===== src/rtl/asr_pkg.sv =====
// Package for the status and axis sample readout block.
// Assumes a byte-wide register port driven by the serial front end.
package asr_pkg;
  // ****************
  // Register map
  // ****************
  localparam logic [7:0] ADDR_STRAP_STATUS = 8'h00;
  localparam logic [7:0] DEV_COND_STATUS = 8'h01;
  localparam logic [7:0] X_ACCEL_LOW = 8'h02;
  localparam logic [7:0] X_ACCEL_HIGH = 8'h03;
  localparam logic [7:0] Y_ACCEL_LOW = 8'h04;
  localparam logic [7:0] Y_ACCEL_HIGH = 8'h05;
  localparam logic [7:0] Z_ACCEL_LOW = 8'h06;
  localparam logic [7:0] Z_ACCEL_HIGH = 8'h07;
  // ****************
  // Fields and values
  // ****************
  localparam int STRAP_BIT = 3;
  localparam int OVR_BIT = 0;
  localparam int CLKPD_BIT = 1;
  localparam int OTP_BIT = 5;
  localparam int WATCH_BIT = 6;
  localparam int DETECT_BIT = 7;
  localparam logic [6:0] BASE_ADDR = 7'h4c;
  localparam logic [6:0] ALT_ADDR = 7'h6c;
  localparam logic [7:0] COND_RESET = 8'h04;
  localparam int SAMPLE_W = 14;
  localparam int FIFO_RES_W = 12;
  localparam int AXIS_W = 16;
  localparam int FIFO_W = 3 * FIFO_RES_W;
  localparam int FIFO_DEPTH = 8;
endpackage


===== src/rtl/asr_readout.sv =====
// Status and axis output register readout of a three-axis motion sensor.
// Assumes the serial front end gives byte reads, START/STOP pulses and a
// registered interface selection; the sensing core delivers samples.
// Function
// - Strap caught at power-on selects bus address
// - Overwrite flag when unread sample replaced
// - Bit one shows clocks powered down
// - Bit five shows memory supply on
// - Bit six shows activity watch active
// - Bit seven shows activity detected, wake
// - Axes at 0x02..0x07, low then high
// - Sign bit copied to upper bits
// - No samples while no interface selected
// - FIFO output mapped, twelve bit limit
// - FIFO advances only on full 0x02..0x07 read
// - Outputs frozen from START to STOP
`timescale 1ns/1ns
module asr_readout
  import asr_pkg::*;
(
  input wire logic ref_clk_i,
  input wire logic rst_n_i,
  input wire logic address_strap_pin_i,
  input wire logic i2c_select_i,
  input wire logic four_wire_serial_select_i,
  input wire logic three_wire_serial_select_i,
  input wire logic fifo_enable_i,
  input wire logic clocks_powered_down_i,
  input wire logic otp_supply_on_i,
  input wire logic activity_watch_active_i,
  input wire logic activity_event_i,
  input wire logic [SAMPLE_W-1:0] x_sample_i,
  input wire logic [SAMPLE_W-1:0] y_sample_i,
  input wire logic [SAMPLE_W-1:0] z_sample_i,
  input wire logic sample_valid_i,
  output logic sample_ready_o,
  input wire logic bus_start_i,
  input wire logic bus_stop_i,
  input wire logic rd_en_i,
  input wire logic wr_en_i,
  input wire logic [7:0] addr_i,
  input wire logic [7:0] wdata_i,
  output logic [7:0] rdata_o,
  output logic [6:0] bus_address_o,
  output logic continuous_wake_mode_o
);
  // ****************
  // State
  // ****************
  typedef struct packed {
    logic strap_caught;
    logic bus_address_strap;
    logic sample_overwritten;
    logic detected;
    logic wake;
    logic frozen;
    logic unread;
    logic [3:0] seq;
    logic [AXIS_W-1:0] x_accel_value;
    logic [AXIS_W-1:0] y_accel_value;
    logic [AXIS_W-1:0] z_accel_value;
    logic [7:0] rdata;
  } asr_st_t;
  asr_st_t s_q, s_d;

  function automatic logic [AXIS_W-1:0] sext14(input logic [SAMPLE_W-1:0] v);
    sext14 = {{(AXIS_W-SAMPLE_W){v[SAMPLE_W-1]}}, v};
  endfunction
  function automatic logic [AXIS_W-1:0] sext12(input logic [FIFO_RES_W-1:0] v);
    sext12 = {{(AXIS_W-FIFO_RES_W){v[FIFO_RES_W-1]}}, v};
  endfunction

  logic if_selected, fifo_in_ready, fifo_out_valid, fifo_pop, direct_take;
  logic [FIFO_W-1:0] fifo_out;
  logic [FIFO_W-1:0] fifo_in;
  logic [7:0] cond;

  assign if_selected = i2c_select_i | four_wire_serial_select_i
                     | three_wire_serial_select_i;
  // Truncate to the FIFO resolution so each stored axis stays twelve bits
  assign fifo_in = {x_sample_i[SAMPLE_W-1 -: FIFO_RES_W],
                    y_sample_i[SAMPLE_W-1 -: FIFO_RES_W],
                    z_sample_i[SAMPLE_W-1 -: FIFO_RES_W]};
  assign direct_take = sample_valid_i && !fifo_enable_i && if_selected && !s_q.frozen;
  // Back-pressure reaches the core when the FIFO is full
  assign sample_ready_o = fifo_enable_i ? fifo_in_ready : 1'b1;
  // Pop only after the last output byte of a complete walk
  assign fifo_pop = rd_en_i && (addr_i == Z_ACCEL_HIGH) && (s_q.seq == 4'h5)
                  && fifo_enable_i;

  asr_fifo #(.WIDTH(FIFO_W), .DEPTH(FIFO_DEPTH)) u_fifo (
    .ref_clk_i(ref_clk_i),
    .rst_n_i(rst_n_i),
    .flush_i(!fifo_enable_i),
    .in_data_i(fifo_in),
    .in_valid_i(sample_valid_i && fifo_enable_i && if_selected),
    .in_ready_o(fifo_in_ready),
    .out_data_o(fifo_out),
    .out_valid_o(fifo_out_valid),
    .out_ready_i(fifo_pop)
  );

  always_comb begin
    cond = '0;
    cond[OVR_BIT] = s_q.sample_overwritten;
    cond[CLKPD_BIT] = clocks_powered_down_i;
    cond[OTP_BIT] = otp_supply_on_i;
    cond[WATCH_BIT] = activity_watch_active_i;
    cond[DETECT_BIT] = s_q.detected;
  end

  always_comb begin
    s_d = s_q;
    // ****************
    // Strap capture
    // ****************
    if (!s_q.strap_caught) begin
      s_d.strap_caught = 1'b1;
      s_d.bus_address_strap = address_strap_pin_i;
    end
    // ****************
    // Transaction freeze
    // ****************
    if (bus_start_i) s_d.frozen = 1'b1;
    else if (bus_stop_i) s_d.frozen = 1'b0;
    if (bus_start_i) s_d.seq = '0;
    // ****************
    // Activity detect
    // ****************
    if (activity_event_i) begin
      s_d.detected = 1'b1;
      s_d.wake = 1'b1;
    end else if (!activity_watch_active_i) begin
      s_d.detected = 1'b0;
    end
    // ****************
    // Output register load
    // ****************
    if (direct_take) begin
      s_d.x_accel_value = sext14(x_sample_i);
      s_d.y_accel_value = sext14(y_sample_i);
      s_d.z_accel_value = sext14(z_sample_i);
      s_d.unread = 1'b1;
    end else if (fifo_enable_i && fifo_out_valid && !s_q.frozen) begin
      s_d.x_accel_value = sext12(fifo_out[FIFO_W-1 -: FIFO_RES_W]);
      s_d.y_accel_value = sext12(fifo_out[FIFO_W-FIFO_RES_W-1 -: FIFO_RES_W]);
      s_d.z_accel_value = sext12(fifo_out[FIFO_RES_W-1:0]);
    end
    // ****************
    // Register reads
    // ****************
    if (rd_en_i) begin
      unique case (addr_i)
        ADDR_STRAP_STATUS: s_d.rdata = {4'h0, s_q.bus_address_strap, 3'h0};
        DEV_COND_STATUS: s_d.rdata = cond;
        X_ACCEL_LOW: s_d.rdata = s_q.x_accel_value[7:0];
        X_ACCEL_HIGH: s_d.rdata = s_q.x_accel_value[15:8];
        Y_ACCEL_LOW: s_d.rdata = s_q.y_accel_value[7:0];
        Y_ACCEL_HIGH: s_d.rdata = s_q.y_accel_value[15:8];
        Z_ACCEL_LOW: s_d.rdata = s_q.z_accel_value[7:0];
        Z_ACCEL_HIGH: s_d.rdata = s_q.z_accel_value[15:8];
        default: s_d.rdata = 8'h00;
      endcase
      // Walk must step up one address at a time from the first axis byte
      if (addr_i == X_ACCEL_LOW) s_d.seq = 4'h1;
      else if (s_q.seq != 4'h0 && addr_i == X_ACCEL_LOW + 8'(s_q.seq))
        s_d.seq = 4'(s_q.seq + 1'b1);
      else s_d.seq = 4'h0;
      if (fifo_pop) s_d.seq = 4'h0;
      if (addr_i == DEV_COND_STATUS) s_d.sample_overwritten = 1'b0;
      if (addr_i >= X_ACCEL_LOW && addr_i <= Z_ACCEL_HIGH) s_d.unread = 1'b0;
    end
    // Set wins over the read clear
    if (direct_take && s_q.unread) s_d.sample_overwritten = 1'b1;
    // Writes to these read-only registers are dropped
    if (wr_en_i) s_d.rdata = s_d.rdata;
  end

  always_ff @(posedge ref_clk_i or negedge rst_n_i) begin
    if (!rst_n_i) begin
      s_q <= '0;
      s_q.rdata <= '0;
    end else begin
      s_q <= s_d;
    end
  end

  assign rdata_o = s_q.rdata;
  assign bus_address_o = s_q.bus_address_strap ? ALT_ADDR : BASE_ADDR;
  assign continuous_wake_mode_o = s_q.wake;

  logic unused_w;
  assign unused_w = ^wdata_i ^ COND_RESET[0];
endmodule


===== src/rtl/asr_fifo.sv =====
// Small synchronous FIFO with valid and ready on both sides.
// Assumes one clock and an asynchronous active-low reset.
`timescale 1ns/1ns
module asr_fifo #(
  parameter int WIDTH = 36,
  parameter int DEPTH = 8
) (
  input wire logic ref_clk_i,
  input wire logic rst_n_i,
  input wire logic flush_i,
  input wire logic [WIDTH-1:0] in_data_i,
  input wire logic in_valid_i,
  output logic in_ready_o,
  output logic [WIDTH-1:0] out_data_o,
  output logic out_valid_o,
  input wire logic out_ready_i
);
  localparam int AW = $clog2(DEPTH);
  typedef struct packed {
    logic [AW-1:0] wr;
    logic [AW-1:0] rd;
    logic [AW:0] cnt;
  } asr_fifo_st_t;
  asr_fifo_st_t s_q, s_d;
  logic [WIDTH-1:0] mem_q [DEPTH];
  logic push, pop;
  assign in_ready_o = (s_q.cnt != (AW+1)'(DEPTH));
  assign out_valid_o = (s_q.cnt != '0);
  assign out_data_o = mem_q[s_q.rd];
  assign push = in_valid_i && in_ready_o;
  assign pop = out_valid_o && out_ready_i;
  always_comb begin
    s_d = s_q;
    if (push) s_d.wr = AW'(s_q.wr + 1'b1);
    if (pop) s_d.rd = AW'(s_q.rd + 1'b1);
    s_d.cnt = (AW+1)'(s_q.cnt + push - pop);
    if (flush_i) s_d = '0;
  end
  always_ff @(posedge ref_clk_i or negedge rst_n_i) begin
    if (!rst_n_i) s_q <= '0;
    else s_q <= s_d;
  end
  // Storage has no reset; contents are qualified by the count
  always_ff @(posedge ref_clk_i) begin
    if (push) mem_q[s_q.wr] <= in_data_i;
  end
endmodule


===== config.mk =====
export PLATFORM = sky130hd
export DESIGN_NAME = asr_readout
export DESIGN_NICKNAME = d
export VERILOG_FILES = /design/src/rtl/asr_pkg.sv /design/src/rtl/asr_readout.sv /design/src/rtl/asr_fifo.sv
export SDC_FILE = /design/constraint.sdc
export NUM_CORES = 1
export LEC_CHECK = 0
export ABC_AREA = 1
export BUFFER_PORTS_ARGS = -buffer_cell sky130_fd_sc_hd__buf_2
export CORE_UTILIZATION = 27
export CTS_BUF_LIST = sky130_fd_sc_hd__clkbuf_2
export DETAILED_ROUTE_END_ITERATION = 8
export HOLD_SLACK_MARGIN = 0.02
export PLACE_DENSITY = 0.52
export SLEW_MARGIN = 20
export SYNTH_ARGS = -nofsm -noshare
export SYNTH_HDL_FRONTEND = slang
export SYNTH_SLANG_ARGS = --single-unit

===== constraint.sdc =====
create_clock -name ref_clk_i -period 8.5 [get_ports ref_clk_i]
set_input_delay 0.85 -clock ref_clk_i [delete_from_list [all_inputs] [get_ports ref_clk_i]]
set_output_delay 0.85 -clock ref_clk_i [all_outputs]
set_load 0.005 [all_outputs]

==> impl_metrics.sql <==
INSERT INTO impl_metrics (metric_group, metric, value, unit) VALUES
('timing', 'grt_setup_unrepaired', 'no', ''),
('power', 'power_per_cell_area', '212', 'mW/mm2'),
('floorplanning', 'design.die.area', '0.0574', 'mm2'),
('detailed_routing', 'antenna_violating_nets_post_route', '0', ''),
('worst_hold_path', 'hp-start', 'x_sample_i[1]', ''),
('detailed_routing', 'route.detailed.vias_per_inst', '4.54', ''),
('logic_synthesis', 'yosysWarnings', '0', ''),
('floorplanning', 'dieWidth', '240', 'um'),
('final_layout', 'fill_cells', '5708', ''),
('timing', 'worstMarginPinSlew', '981', 'ps'),
('power', 'vdd_ir_drop_max', '0.0894', 'mV'),
('floorplanning', 'rows', '86', ''),
('place', 'post-dp-hpwl', '21.8', 'mm'),
('detailed_routing', 'drt_pre_antenna_iters', '5', ''),
('detailed_routing', 'drc', '0', ''),
('timing', 'hold-worst-slack', '126', 'ps'),
('final_layout', 'postLayoutCellArea', '0.0172', 'mm2'),
('detailed_routing', 'routed-via-count', '10500', ''),
('final_layout', 'area_growth_syn_to_layout', '12.9', '%'),
('clock_network', 'hold_buffers', '4', ''),
('flow_run', 'drv_cap', '0', ''),
('worst_hold_path', 'hold_path_class', 'in -> reg', ''),
('final_layout', 'instances_no_fill', '2303', ''),
('timing', 'timing.max_slew.rel_slack', '34.5', '%'),
('clock_network', 'cts_tree', 'built', ''),
('timing', 'timing.setup.tns', '0', 'ps'),
('floorplanning', 'die-height', '240', 'um'),
('detailed_routing', 'detail_route.iter0.violations', '761', ''),
('setup_path', 'timing.critical_path.arrival', '2010', 'ps'),
('setup_path', 'critPathKind', 'reg -> out', ''),
('setup_path', 'critical_path.reg2reg.startpoint', 'u_fifo.s_q[6]', ''),
('clock_network', 'root_buffer', 'sky130_fd_sc_hd__clkbuf_2', ''),
('logic_synthesis', 'yosys.cell_types.count', '37', ''),
('place', 'placement.cell_area', '0.0163', 'mm2'),
('detailed_routing', 'drt_wl_total', '40.2', 'mm'),
('setup_path', 'critical_path_peak_fanout', '3', ''),
('grt', 'antenna_found_initial', '4', ''),
('grt', 'remaining_overflow_grt', '0', ''),
('timing', 'final_max_slew_viol_count', '0', ''),
('setup_path', 'setup.worst_path.end_class', 'output port', ''),
('timing', 'setup_slack', '5640', 'ps'),
('clock_network', 'tritoncts.num_buffers', '94', ''),
('grt', 'first_global_vias', '10300', ''),
('floorplanning', 'initial_utilization', '27.5', '%'),
('logic_synthesis', 'sequential_cell_area_fraction_in_the_yosys_report', '68.4', '%'),
('floorplanning', 'coreArea', '0.0554', 'mm2'),
('logic_synthesis', 'synthCells', '1369', ''),
('grt', 'global_route.usage.total', '14.3', '%'),
('place', 'gp_routability_congestion', '0.825', ''),
('timing', 'final_hold_viol_count', '0', ''),
('setup_path', 'setup_crit_start', 'u_fifo.s_q[2]', ''),
('logic_synthesis', 'synth.ff_latch_count', '359', ''),
('setup_path', 'worst-endpoint-required', '7650', 'ps'),
('clock_network', 'clk_pin_slew_worst_paths', '110', 'ps'),
('clock_network', 'worst_skew_pair.late_latency', '1000', 'ps'),
('clock_network', 'clock_sinks', '359', ''),
('power', 'power.static_leakage', '6.56', 'nW'),
('grt', 'grt_start_max_net_pins', '86', ''),
('place', 'dpl.cell_count', '2128', ''),
('timing', 'max_freq', '349', 'MHz'),
('clock_network', 'post_cts_setup_buffer_count', '0', ''),
('timing', 'setup_violations', '0', ''),
('timing', 'setup_clock_skew_after_layout', '91.7', 'ps'),
('detailed_routing', 'drt-wirelength-per-cell', '17.4', 'um'),
('clock_network', 'clock_tree.htree_level_count', '3', ''),
('logic_synthesis', 'synthesis.area_per_instance', '11.1', 'um2'),
('timing', 'finalCritPeriodShare', '33.7', '%'),
('clock_network', 'cts_max_path_buffers', '3', ''),
('clock_network', 'cts_repair_resize_count', '0', ''),
('final_layout', 'nets', '1567', ''),
('place', 'numPortBuffers', '75', ''),
('timing', 'period_needed', '2860', 'ps'),
('floorplanning', 'io_pins', '91', ''),
('status', 'outcome', 'complete, no violations', ''),
('setup_path', 'start_kind', 'flop', ''),
('final_layout', 'post_route_cells_drive_above_1_share', '18.2', '%'),
('grt', 'grt_first_pass_wirelength', '61.6', 'mm'),
('place', 'preCtsSetupSlack', '5460', 'ps'),
('logic_synthesis', 'mappedNetlistArea', '0.0152', 'mm2');
-- critical path, stage by stage (launching register included) --
cell,delay [ps]
sky130_fd_sc_hd__dfrtp_1,360
sky130_fd_sc_hd__inv_1,110
sky130_fd_sc_hd__ha_1,150
sky130_fd_sc_hd__nor3b_1,250
sky130_fd_sc_hd__nand2_1,80
sky130_fd_sc_hd__buf_2,130
-- cell usage in the layout, fill, tap and decap left out, drive strengths merged --
cell / n
nand4: 4
buf: 91
or2: 2
clkbuf: 150
xnor2: 2
nor2: 267
clkinv: 21
nor3b: 1
ha: 12
a21oi: 5
conb: 7
fa: 1
dlygate4sd3: 4
bufinv: 1
inv: 57
nand2: 209
dfrtp: 71
diode: 1
o21bai: 1
nand3: 129
edfxtp: 288
xor2: 3
o211ai: 70
nor3: 2
o21ai: 154
nand3b: 2
-- kinds of logic (layout without fill, tap and decap cells) --
family / after synthesis / in the layout / synth area share (%)
XOR/XNOR: 5 / 5 / 0.287
buffers and inverters: 144 / 324 / 4.61
adder cells (fa/ha/maj): 13 / 13 / 1.12
other: 2 / 8 / 0.0492
flip-flops: 359 / 359 / 68.4
AO/OA/AOI/OAI: 230 / 230 / 8.71
AND/OR/NAND/NOR: 616 / 616 / 16.9
-- through the flow --
step	total power [mW]	util [%]
2_1_floorplan	2.32	-
3_3_place_gp	2.48	29.4
3_5_place_dp	2.49	29.4
4_1_cts	3.71	31.0
5_1_grt	3.84	31.1
6_report	3.65	31.1
-- power by group --
group	leakage (nW)	switching (mW)	internal [mW]
sequential	3.49	0.107	2.04
combinational	2.38	0.194	0.102
clock	0.680	0.710	0.498
total	6.56	1.01	2.64
-- path summary, 6_finish.rpt --
kind	to	slack, ps	cells past startpoint
min reg2reg	s_q[65]	450	1
max	sample_ready_o	5640	5
min in group asynchronous	u_fifo.s_q[1]	230	2
max in group asynchronous	u_fifo.s_q[4]	7320	3
min	s_q[41]	130	3
max reg2reg	s_q[9]	5690	6
-- cell type report --
type	instances	area, um2	share of cell area, %
diodes	1	2.50	0.0145
clock buffers	150	751	4.36
clock inverters	20	123	0.712
inverters	59	225	1.31
multi-input cells	871	4210	24.4
flip-flops and latches	359	10400	60.6
well taps	748	936	5.44
repair buffers	95	542	3.15
-- flip-flops by register name, summed over array words and instances (netlist names) --
register	flops
continuous_wake_mode_o	1
cond	2
u_fifo.s_q	10
rdata_o	8
s_q	50
u_fifo.mem_q	288
-- synthesized netlist by cell type --
cell,instances,area [um2]
sky130_fd_sc_hd__clkinv_2,1,5.00
sky130_fd_sc_hd__nor3_1,2,10.0
sky130_fd_sc_hd__nand3b_1,2,15.0
sky130_fd_sc_hd__clkbuf_1,31,116
sky130_fd_sc_hd__nand3_2,1,10.0
sky130_fd_sc_hd__nor2_1,258,968
sky130_fd_sc_hd__o211ai_1,70,526
sky130_fd_sc_hd__buf_6,6,67.6
sky130_fd_sc_hd__buf_8,1,15.0
sky130_fd_sc_hd__buf_4,20,150
sky130_fd_sc_hd__ha_1,12,150
sky130_fd_sc_hd__nand2_2,3,18.8
sky130_fd_sc_hd__clkbuf_2,4,20.0
sky130_fd_sc_hd__nand4_2,1,12.5
sky130_fd_sc_hd__nor2_4,4,45.0
sky130_fd_sc_hd__nand3_1,128,641
sky130_fd_sc_hd__o21ai_0,119,596
sky130_fd_sc_hd__dfrtp_1,71,1780
sky130_fd_sc_hd__o21ai_1,35,175
sky130_fd_sc_hd__nand4_1,3,18.8
sky130_fd_sc_hd__nand2_4,1,11.3
sky130_fd_sc_hd__nor3b_1,1,7.51
sky130_fd_sc_hd__fa_1,1,20.0
sky130_fd_sc_hd__nand2_1,205,769
sky130_fd_sc_hd__inv_1,47,176
sky130_fd_sc_hd__edfxtp_1,288,8650
sky130_fd_sc_hd__buf_2,20,100
sky130_fd_sc_hd__buf_1,3,11.3
sky130_fd_sc_hd__clkinv_1,4,15.0
sky130_fd_sc_hd__inv_2,7,26.3
sky130_fd_sc_hd__nor2_2,5,31.3
sky130_fd_sc_hd__xor2_1,3,26.3
sky130_fd_sc_hd__a21oi_1,5,25.0
sky130_fd_sc_hd__xnor2_1,2,17.5
sky130_fd_sc_hd__or2_2,2,12.5
sky130_fd_sc_hd__conb_1,2,7.51
sky130_fd_sc_hd__o21bai_1,1,7.51
-- routing by layer --
| metal | global-route usage (%) | vias to the layer above | wire (um) |
|---|---|---|---|
| li1 | - | 5040 | - |
| met1 | 19.8 | 5055 | 19000 |
| met2 | 21.9 | 286 | 18100 |
| met3 | 3.43 | 65 | 2270 |
| met4 | 4.43 | 4 | 767 |
| met5 | 0 | - | 27 |
Power figures use the tool's default switching activity.
